### src/design/tsac_defs.vh
// constants for the temperature sensor alert and mode control block
// assumes a 20 MHz system clock and plain Verilog-2005 tools
`ifndef TSAC_DEFS_VH
`define TSAC_DEFS_VH

`define TSAC_CLK_HZ        20000000
`define TSAC_CFG_RST       16'h00ff
`define TSAC_LOW_RST       12'h4b0
`define TSAC_HIGH_RST      12'h500
`define TSAC_BIT_TRIG      15
`define TSAC_BIT_RATE_HI   14
`define TSAC_BIT_RATE_LO   13
`define TSAC_BIT_FQ_HI     12
`define TSAC_BIT_FQ_LO     11
`define TSAC_BIT_POL       10
`define TSAC_BIT_BEH       9
`define TSAC_BIT_SD        8
`define TSAC_ARA_CODE      8'h19
`define TSAC_GC_ADDR       7'h00
`define TSAC_GC_RESET      8'h06
`define TSAC_HS_PREFIX     5'h01
// conversion time 5.5 ms = 55 tenths of ms
`define TSAC_CONV_TENTH_MS 55
// base period 27.5 ms in tenths of ms
`define TSAC_BASE_TENTH_MS 275
`define TSAC_TIMEOUT_MS    25

`endif

### src/design/tsac_top.v
// alert, mode and conversion sequencing of a two-wire temperature sensor
// assumes scl/sda pins arrive asynchronously; the analog converter sits outside
`timescale 1ns/1ps
`include "tsac_defs.vh"

module tsac_top #(
  parameter CONV_CYC    = (`TSAC_CONV_TENTH_MS * (`TSAC_CLK_HZ / 10000)),
  parameter BASE_CYC    = (`TSAC_BASE_TENTH_MS * (`TSAC_CLK_HZ / 10000)),
  parameter TIMEOUT_CYC = (`TSAC_TIMEOUT_MS * (`TSAC_CLK_HZ / 1000))
) (
  input  wire        clk_sys,
  input  wire        nrst,
  input  wire        scl_in,
  input  wire        sda_in,
  output reg         sda_out,
  output reg         sda_oe,
  input  wire [6:0]  dev_addr,
  input  wire        cfg_wr,
  input  wire [15:0] cfg_wdata,
  input  wire        reg_rd,
  input  wire [11:0] low_limit_wr,
  input  wire [11:0] high_limit_wr,
  input  wire        limit_wr,
  input  wire [11:0] adc_result,
  output reg  [15:0] cfg_rdata,
  output reg  [11:0] temp_result,
  output reg  [11:0] low_limit,
  output reg  [11:0] high_limit,
  output reg         alert_pin,
  output reg         converting,
  output reg         hs_mode,
  output reg         gc_reset_pulse
);

  localparam ST_IDLE = 3'd0;
  localparam ST_ADDR = 3'd1;
  localparam ST_ACK  = 3'd2;
  localparam ST_CMD  = 3'd3;
  localparam ST_TX   = 3'd4;
  localparam ST_SKIP = 3'd5;
  localparam ST_TXAK = 3'd6;

  // =====================================================
  // pin synchronisers and edge detection
  reg [2:0] scl_s;
  reg [2:0] sda_s;
  always @(posedge clk_sys or negedge nrst) begin
    if (!nrst) begin
      scl_s <= 3'b111;
      sda_s <= 3'b111;
    end else begin
      scl_s <= {scl_s[1:0], scl_in};
      sda_s <= {sda_s[1:0], sda_in};
    end
  end
  wire scl_rise = scl_s[1] & ~scl_s[2];
  wire scl_fall = ~scl_s[1] & scl_s[2];
  wire start_c  = scl_s[1] & scl_s[2] & ~sda_s[1] & sda_s[2];
  wire stop_c   = scl_s[1] & scl_s[2] & sda_s[1] & ~sda_s[2];

  // =====================================================
  // configuration and alert state
  reg [15:0] cfg;
  reg        alert_act;
  reg        watch_low;
  reg        cause_high;
  reg [1:0]  fault_cnt;
  reg        ara_clear;
  reg        trig_pend;
  reg [23:0] conv_cnt;
  reg [24:0] per_cnt;
  reg        conv_done;
  reg        gc_rst;

  function [24:0] period_of;
    input [1:0] rate;
    begin
      period_of = BASE_CYC[24:0] << rate;
    end
  endfunction

  wire sd_bit  = cfg[`TSAC_BIT_SD];
  wire beh_bit = cfg[`TSAC_BIT_BEH];
  wire pol_bit = cfg[`TSAC_BIT_POL];
  wire [1:0] fq = cfg[`TSAC_BIT_FQ_HI:`TSAC_BIT_FQ_LO];
  wire beh_write = cfg_wr;

  always @(posedge clk_sys or negedge nrst) begin
    if (!nrst) begin
      conv_cnt   <= 24'h000000;
      per_cnt    <= 25'h0000000;
      converting <= 1'b0;
      conv_done  <= 1'b0;
      trig_pend  <= 1'b0;
    end else if (gc_rst) begin
      conv_cnt   <= 24'h000000;
      per_cnt    <= 25'h0000000;
      converting <= 1'b0;
      conv_done  <= 1'b0;
      trig_pend  <= 1'b0;
    end else begin
      conv_done <= 1'b0;
      if (cfg_wr && cfg_wdata[`TSAC_BIT_TRIG] && cfg_wdata[`TSAC_BIT_SD])
        trig_pend <= 1'b1;
      if (converting) begin
        if (conv_cnt == CONV_CYC - 1) begin
          converting <= 1'b0;
          conv_done  <= 1'b1;
          conv_cnt   <= 24'h000000;
        end else begin
          conv_cnt <= conv_cnt + 24'h000001;
        end
      end else if (trig_pend && sd_bit) begin
        trig_pend  <= 1'b0;
        converting <= 1'b1;
      end else if (!sd_bit && per_cnt == 25'h0000000) begin
        converting <= 1'b1;
      end
      if (sd_bit)
        per_cnt <= 25'h0000000;
      else if (per_cnt >= period_of(cfg[`TSAC_BIT_RATE_HI:`TSAC_BIT_RATE_LO]) - 1)
        per_cnt <= 25'h0000000;
      else
        per_cnt <= per_cnt + 25'h0000001;
    end
  end

  reg cmp_go;
  always @(posedge clk_sys or negedge nrst) begin
    if (!nrst) begin
      temp_result <= 12'h000;
      cmp_go      <= 1'b0;
    end else begin
      cmp_go <= conv_done & ~gc_rst;
      if (gc_rst)
        temp_result <= 12'h000;
      else if (conv_done)
        temp_result <= adc_result;
    end
  end

  wire is_high = $signed(temp_result) >= $signed(high_limit);
  wire is_low  = $signed(temp_result) < $signed(low_limit);
  wire hit     = watch_low ? is_low : is_high;

  always @(posedge clk_sys or negedge nrst) begin
    if (!nrst) begin
      cfg        <= `TSAC_CFG_RST;
      low_limit  <= `TSAC_LOW_RST;
      high_limit <= `TSAC_HIGH_RST;
      alert_act  <= 1'b0;
      watch_low  <= 1'b0;
      cause_high <= 1'b0;
      fault_cnt  <= 2'd0;
    end else if (gc_rst) begin
      cfg        <= `TSAC_CFG_RST;
      low_limit  <= `TSAC_LOW_RST;
      high_limit <= `TSAC_HIGH_RST;
      alert_act  <= 1'b0;
      watch_low  <= 1'b0;
      cause_high <= 1'b0;
      fault_cnt  <= 2'd0;
    end else begin
      if (limit_wr) begin
        low_limit  <= low_limit_wr;
        high_limit <= high_limit_wr;
      end
      if (beh_write) begin
        cfg       <= {1'b0, cfg_wdata[14:0]};
        alert_act <= 1'b0;
        watch_low <= 1'b0;
        fault_cnt <= 2'd0;
      end else if (cmp_go) begin
        if (!beh_bit) begin
          if ((alert_act ? is_low : is_high)) begin
            if (fault_cnt == fq) begin
              alert_act  <= ~alert_act;
              cause_high <= ~alert_act;
              fault_cnt  <= 2'd0;
            end else begin
              fault_cnt <= fault_cnt + 2'd1;
            end
          end else begin
            fault_cnt <= 2'd0;
          end
        end else if (!alert_act) begin
          if (hit) begin
            if (fault_cnt == fq) begin
              alert_act  <= 1'b1;
              cause_high <= ~watch_low;
              fault_cnt  <= 2'd0;
            end else begin
              fault_cnt <= fault_cnt + 2'd1;
            end
          end else begin
            fault_cnt <= 2'd0;
          end
        end
      end else if (beh_bit && alert_act && (reg_rd || ara_clear)) begin
        // clear, then watch the other limit
        alert_act <= 1'b0;
        watch_low <= ~watch_low;
      end
    end
  end

  // =====================================================
  // serial side: address match, alert response, general call, hs
  reg [2:0]  st;
  reg [3:0]  bit_cnt;
  reg [7:0]  shreg;
  reg        first_byte;
  reg        is_gc;
  reg        is_ara;
  reg        ack_now;
  reg        lost;
  reg [7:0]  tx_byte;
  reg [22:0] to_cnt;
  reg        in_frame;

  always @(posedge clk_sys or negedge nrst) begin
    if (!nrst) begin
      st             <= ST_IDLE;
      bit_cnt        <= 4'd0;
      shreg          <= 8'h00;
      first_byte     <= 1'b0;
      is_gc          <= 1'b0;
      is_ara         <= 1'b0;
      ack_now        <= 1'b0;
      lost           <= 1'b0;
      tx_byte        <= 8'h00;
      to_cnt         <= 23'd0;
      in_frame       <= 1'b0;
      sda_out        <= 1'b0;
      sda_oe         <= 1'b0;
      hs_mode        <= 1'b0;
      ara_clear      <= 1'b0;
      gc_rst         <= 1'b0;
      gc_reset_pulse <= 1'b0;
    end else begin
      ara_clear      <= 1'b0;
      gc_rst         <= 1'b0;
      gc_reset_pulse <= 1'b0;
      if (in_frame && !sda_s[2])
        to_cnt <= to_cnt + 23'd1;
      else
        to_cnt <= 23'd0;
      if (stop_c) begin
        st       <= ST_IDLE;
        sda_oe   <= 1'b0;
        in_frame <= 1'b0;
        hs_mode  <= 1'b0;
      end else if (in_frame && to_cnt >= TIMEOUT_CYC - 1) begin
        st       <= ST_IDLE;
        sda_oe   <= 1'b0;
        in_frame <= 1'b0;
      end else if (start_c) begin
        st         <= ST_ADDR;
        bit_cnt    <= 4'd0;
        first_byte <= 1'b1;
        in_frame   <= 1'b1;
        sda_oe     <= 1'b0;
      end else begin
        case (st)
          ST_IDLE: begin
            sda_oe <= 1'b0;
          end
          ST_ADDR, ST_CMD: begin
            if (scl_rise) begin
              shreg   <= {shreg[6:0], sda_s[2]};
              bit_cnt <= bit_cnt + 4'd1;
            end else if (scl_fall && bit_cnt == 4'd8) begin
              bit_cnt <= 4'd0;
              ack_now <= 1'b0;
              if (st == ST_CMD) begin
                if (is_gc && shreg == `TSAC_GC_RESET) begin
                  gc_rst         <= 1'b1;
                  gc_reset_pulse <= 1'b1;
                end
                st      <= ST_ACK;
                sda_oe  <= 1'b1;
                sda_out <= 1'b0;
                is_gc   <= 1'b0;
              end else if (first_byte && shreg[7:3] == `TSAC_HS_PREFIX) begin
                hs_mode <= 1'b1;
                st      <= ST_SKIP;
              end else if (shreg[7:1] == `TSAC_GC_ADDR && !shreg[0]) begin
                is_gc   <= 1'b1;
                st      <= ST_ACK;
                ack_now <= 1'b1;
                sda_oe  <= 1'b1;
                sda_out <= 1'b0;
              end else if (shreg == `TSAC_ARA_CODE && alert_act && beh_bit) begin
                // answer alert response in interrupt mode only
                is_ara  <= 1'b1;
                st      <= ST_ACK;
                sda_oe  <= 1'b1;
                sda_out <= 1'b0;
                tx_byte <= {dev_addr, cause_high ? pol_bit : ~pol_bit};
              end else if (shreg[7:1] == dev_addr) begin
                st      <= ST_ACK;
                sda_oe  <= 1'b1;
                sda_out <= 1'b0;
              end else begin
                st <= ST_SKIP;
              end
              first_byte <= 1'b0;
            end
          end
          ST_ACK: begin
            if (scl_fall) begin
              if (is_ara) begin
                st      <= ST_TX;
                lost    <= 1'b0;
                sda_oe  <= ~tx_byte[7];
                sda_out <= 1'b0;
                bit_cnt <= 4'd1;
              end else begin
                sda_oe <= 1'b0;
                st     <= ack_now ? ST_CMD : ST_SKIP;
              end
            end
          end
          ST_TX: begin
            if (scl_rise && sda_oe == 1'b0 && !sda_s[2]) begin
              lost <= 1'b1;
              st   <= ST_SKIP;
            end else if (scl_fall) begin
              if (bit_cnt == 4'd8) begin
                sda_oe <= 1'b0;
                st     <= ST_TXAK;
              end else begin
                sda_oe  <= ~tx_byte[3'd7 - bit_cnt[2:0]];
                bit_cnt <= bit_cnt + 4'd1;
              end
            end
          end
          ST_TXAK: begin
            if (scl_fall) begin
              ara_clear <= ~lost;
              is_ara    <= 1'b0;
              st        <= ST_SKIP;
            end
          end
          ST_SKIP: begin
            sda_oe <= 1'b0;
            is_ara <= 1'b0;
          end
          default: st <= ST_IDLE;
        endcase
      end
    end
  end

  // =====================================================
  // registered outputs
  always @(posedge clk_sys or negedge nrst) begin
    if (!nrst) begin
      alert_pin <= 1'b1;
      cfg_rdata <= `TSAC_CFG_RST;
    end else begin
      alert_pin <= alert_act ? pol_bit : ~pol_bit;
      cfg_rdata <= {1'b0, cfg[14:0]};
    end
  end

endmodule // tsac_top

### config.mk
export PLATFORM = sky130hd
export DESIGN_NAME = tsac_top
export DESIGN_NICKNAME = d
export VERILOG_FILES = /design/src/design/tsac_top.v
export VERILOG_INCLUDE_DIRS = /design/src /design/src/design
export SDC_FILE = /design/constraint.sdc
export NUM_CORES = 1
export LEC_CHECK = 0
export BUFFER_PORTS_ARGS = -buffer_cell sky130_fd_sc_hd__buf_2
export CAP_MARGIN = 20
export CORE_UTILIZATION = 36
export DETAILED_ROUTE_END_ITERATION = 6
export PLACE_DENSITY = 0.57
export SLEW_MARGIN = 20
export SYNTH_ARGS = -nofsm -noshare
export SYNTH_HDL_FRONTEND = slang
export SYNTH_SLANG_ARGS = --single-unit
### constraint.sdc
create_clock -name clk_sys -period 5.52 [get_ports clk_sys]
set_clock_uncertainty 0.05 [all_clocks]
set_input_delay 1.104 -clock clk_sys [delete_from_list [all_inputs] [get_ports clk_sys]]
set_output_delay 1.104 -clock clk_sys [all_outputs]
set_load 0.02 [all_outputs]
# Word level (Yosys, flattened, before mapping)
# Index checks and enable logic that the tools add are counted.
# classes
add_sub_neg	7
order_cmp	5
n_eq_ne	55
n_shift	1
n_mux	159
bitwise_logic	27
n_reduce_logical	64
# ops
cell	n
$mux W1	104
$mux W25	3
$mux W12	6
$mux W24	3
$mux W3	17
$ne A5 B5 Y1 const B	7
$ge A25 B32 Y1	1
$mux W4	8
$mux W15	2
$reduce_and A7 Y1	4
$ne A2 B2 Y1 const B	13
$reduce_bool A2 Y1	13
$sub A25 B1 Y26 const B	1
$add A25 B1 Y25 const B	1
$logic_not A25 Y1	1
$shl A20 B2 Y25 const A	1
$add A24 B1 Y24 const B	1
$eq A24 B17 Y1 const B	1
$add A23 B1 Y23 const B	1
$ge A23 B19 Y1 const B	1
$mux W23	1
$ne A3 B3 Y1 const B	7
$reduce_bool A3 Y1	7
$reduce_and A10 Y1	2
48 further kinds	112
# word_totals
ff_bits	188
in_bits	66
output_inout_bits	58

# Longest topological paths before layout
# logic_depth
depth_word	13
mapped_depth	11

# Worst setup path before layout
# No wires, ideal clock.
# synth_path
path_kind	register to register
startpoint	register cfg[14]
endpoint	register per_cnt[15]
setup_ns	0.132
arrival_time_ns	2.677
required_ns	5.338
setup_slack_ns	2.661
stages_incl_launch_ff	12
period_less_slack_ns	2.859
path_cell_list	dfrtp_1 > inv_1 > ha_1 > nor2_1 > nand4_1 > ha_1 > nand4_1 > or2_2 > or3_1 > a31oi_1 > clkbuf_1 > nor2_1
# synth_via
elab_chain_cells	6
# synth_lines
element	line_no	source
start, declared	tsac_top.v:63	reg [15:0] cfg;
start signal, assigned	tsac_top.v:148	cfg <= `TSAC_CFG_RST;
start signal, assigned	tsac_top.v:156	cfg <= `TSAC_CFG_RST;
start signal, assigned	tsac_top.v:169	cfg <= {1'b0, cfg_wdata[14:0]};
$shl A20 B2 Y25	tsac_top.v:78	period_of = BASE_CYC[24:0] << rate;
$sub A25 B1 Y26	tsac_top.v:121	else if (per_cnt >= period_of(cfg[`TSAC_BIT_RATE_HI:`TSAC_BIT_RATE_LO]) - 1)
$ge A25 B32 Y1	tsac_top.v:121	
$mux W25	tsac_top.v:121	
$mux W25	tsac_top.v:119	if (sd_bit)
$mux W25	tsac_top.v:95	end else if (gc_rst) begin
end signal, assigned	tsac_top.v:124	per_cnt <= per_cnt + 25'h0000001;
end, declared	tsac_top.v:71	reg [24:0] per_cnt;
# No other way between the ends.
# A chain may end at the register's enable or synchronous reset.

# Worst setup path after layout
# layout_path
startpoint	register cfg[14]
endpoint	register per_cnt[14]
# Same word-level chain as after synthesis.

==> results.sh <==
export IMPL_grt_max_degree=108
export IMPL_p_seq_frac=0.477
export IMPL_slew_viol_final=0
export IMPL_synth_most_common_cell="dfrtp_1"
export IMPL_period_needed_ps=3210
export IMPL_worstSetupStartpointType="register"
export IMPL_drtIter0Drc=529
export IMPL_wl_per_cell_um=16.0
export IMPL_cts_root_buffer_cell="clkbuf_16"
export IMPL_synth_seq_cells=187
export IMPL_path_cells="inv_1, ha_1, nor2_1, nand4_1, ha_1, nand4_1, or2_2, or3_1, a31oi_2, buf_4, nor2_1"
export IMPL_path_class="register to register"
export IMPL_fmax_ghz=0.311
export IMPL_ios=124
export IMPL_cts_tree="built"
export IMPL_yosys_warnings=0
export IMPL_p_switching_mw=1.15
export IMPL_synth_top_cells_by_count="dfrtp_1 (158), nor2_1 (136), nand2_1 (72)"
export IMPL_instances_no_fill=1453
export IMPL_wirelength_um=23200
export IMPL_synth_mux_area_frac=0.0760
export IMPL_via_count=7530
export IMPL_max_cap_violations=0
export IMPL_antenna_found_initial=1
export IMPL_syn_inst=981
export IMPL_cts_buffers=17
export IMPL_hp_class="register to register"
export IMPL_reg2reg_depth=11
export IMPL_viasPerCell=5.18
export IMPL_hold_depth=0
export IMPL_min_from="sda_s[0]$_DFF_PN1_"
export IMPL_start_util=0.367
export IMPL_first_pass_iters=5
export IMPL_cts_setup_buffers=0
export IMPL_core_region_area_mm2=0.0269
export IMPL_r2r_start="cfg[14]$_DFFE_PN0P_"
export IMPL_fillCellCount=2640
export IMPL_synth_top_family_by_area="simple AND/OR/NAND/NOR gates"
export IMPL_row_count=60
export IMPL_synth_compound_area_frac=0.0856
export IMPL_cts_sinks=187
export IMPL_dp_cells=1420
export IMPL_worst_slew_pin_slew_ps=928
export IMPL_htree_levels=4
export IMPL_yosysTopAreaCellShare=0.401
export IMPL_rsz0062_at_grt="no"
export IMPL_hpwl_um=16600
export IMPL_crit_slowest_cell="dfrtp_1"
export IMPL_ys_seq_area_frac=0.478
export IMPL_r2r_end="per_cnt[14]$_DFF_PN0_"
export IMPL_peakVddDrop_mv=0.209
export IMPL_cellInternalPower_mw=2.44
export IMPL_arrival_ps=3480
export IMPL_drive_gt1_frac=0.201
export IMPL_grt_use_total=0.175
export IMPL_synth_top_area_cell="dfrtp_1"
export IMPL_avgSynthCellArea_um2=10.1
export IMPL_grt_pass1_vias=7595
export IMPL_grt_pass1_wl_um=39400
export IMPL_min_to="sda_s[1]$_DFF_PN1_"
export IMPL_die_area_mm2=0.0281
export IMPL_synth_top_flop_cell="dfrtp_1"
export IMPL_hold_viol=0
export IMPL_post_cts_resized=0
export IMPL_drcViolationCount=0
export IMPL_async_flop_share=1.00
export IMPL_synth_adder_area_share=0.0723
export IMPL_yosys_area_share_simple=0.198
export IMPL_finalNetCount=1221
export IMPL_place_gp_congestion=0.842
export IMPL_status="finished, final reports clean"
export IMPL_syn_area_mm2=0.00986
export IMPL_clk_path_buf_depth=2
export IMPL_hold_ws_ps=312
export IMPL_maxSlewHeadroom=0.382
export IMPL_power_leakage_nw=5.32
export IMPL_clk_latency_ps=440
export IMPL_synth_cell_type_count=71
export IMPL_ant_nets=0
export IMPL_numPortBuffers=121
export IMPL_crit_path_end_kind="register"
export IMPL_fin_setup_tns_ps=0
export IMPL_path_clk_slew_ps=70
export IMPL_cp_required_ps=5790
export IMPL_critPathLaunch="cfg[14]$_DFFE_PN0P_"
export IMPL_pwr_share_comb=0.187
export IMPL_worstPathMaxFanout=17
export IMPL_rrSetupSlack_ps=2310
export IMPL_syn_to_final_growth_pct=15.6
export IMPL_synth_xor_area_frac=0.0568
export IMPL_fp_dieH_um=168
export IMPL_power_density_mw_per_mm2=315
export IMPL_cts_hold_buf=0
export IMPL_finalSetupViolations=0
export IMPL_netlist_top_cells_area="dfrtp_1 (40%), dfstp_2 (7.7%), ha_1 (7.2%)"
export IMPL_switching_share=0.321
export IMPL_overflow=0
export IMPL_power_frac_clock=0.336
export IMPL_die_width_um=168
export IMPL_synth_edf_count=0
export IMPL_fin_crit_sh=0.582
export IMPL_slowest_delay_ps=490
-- worst max path at each step --
stage,endpoint,slack (ps),depth (start not counted)
final,per_cnt[14]$_DFF_PN0_,2310,11
after global routing,per_cnt[16]$_DFF_PN0_,2050,11
after CTS,per_cnt[14]$_DFF_PN0_,2290,11
after detailed placement,per_cnt[9]$_DFF_PN0_,2340,11
after global placement,per_cnt[5]$_DFF_PN0_,2420,11
after floorplan,per_cnt[15]$_DFF_PN0_,2660,11
-- logic make-up (layout without fill, tap and decap cells) --
family	count (synthesis)	in the layout
AND/OR/NAND/NOR	392	392
flip-flops	187	187
AO/OA/AOI/OAI	129	129
buffers and inverters	80	208
multiplexers	70	70
XOR/XNOR	64	64
adder cells (fa/ha/maj)	57	57
other	2	5
-- per-layer routing --
metal / GRT usage / wire [µm]
met1: 0.245 / 11500
met2: 0.283 / 10800
met3: 0.0307 / 717
met4: 0.0407 / 178
met5: 0 / 0
-- cells in the final DEF (no fill, tap or decap), types with 9 or more instances in the layout --
master,Yosys,routed
a21oi_1,30,30
and3_1,13,13
buf_2,1,120
clkbuf_16,0,17
dfrtp_1,158,157
dfstp_2,29,29
ha_1,57,57
inv_1,50,50
mux2_2,19,19
mux2i_1,49,49
nand2_1,72,72
nand2b_1,14,14
nand3_1,35,35
nand4_1,27,27
nor2_1,136,136
nor2b_1,11,11
nor3_1,21,21
nor4_1,13,13
o211ai_1,13,13
o21ai_0,30,30
or3_1,10,10
or4_1,9,9
xnor2_1,27,27
xor2_1,37,37
-- final cells by class --
type	count	area, µm²	share of cell area
well taps	341	427	0.0374
multi-input cells	716	4840	0.424
clock inverters	13	126	0.0111
flip-flops and latches	187	4720	0.414
diodes	1	2.50	0.000220
repair buffers	125	644	0.0565
inverters	51	191	0.0168
clock buffers	19	453	0.0397
-- sequential cells by signal, indices dropped and copies added, names as in the netlist, 2 cells and up --
signal	flops
bit_cnt	4
scl_s	3
cfg	15
tx_byte	8
to_cnt	23
high_limit	12
fault_cnt	2
sda_s	3
temp_result	12
st	3
low_limit	12
cfg_rdata	15
conv_cnt	24
per_cnt	25
shreg	8
-- worst max-delay path, delay by kind of cell, from the launching register on --
family                     cells  cell delay, ps
DFF                            1             490
adders and majority gates      2             570
buffers and inverters          2             490
and+or+nand+nor                6            1060
AOI/OAI and AO/OA              1             420
-- power by group through the flow --
stage / Sequential, mW / Clock, mW / Combinational, mW
after floorplan: 1.70 / 0 / 0.470
after global placement: 1.73 / 0 / 0.661
after detailed placement: 1.73 / 0 / 0.678
after CTS: 1.71 / 1.24 / 0.682
after global routing: 1.74 / 1.29 / 0.765
final: 1.71 / 1.21 / 0.672
-- stage by stage --
stage	util	instance area (µm²)	setup slack (ps)	power, mW
finish	0.424	11400	2310	3.59
global route	0.424	11400	2050	3.80
CTS	0.424	11400	2290	3.63
detailed placement	0.403	10800	2340	2.41
global placement	0.403	10800	2420	2.39
floorplan	-	9870	2660	2.17
No activity file was read; power rests on OpenSTA's default activity.
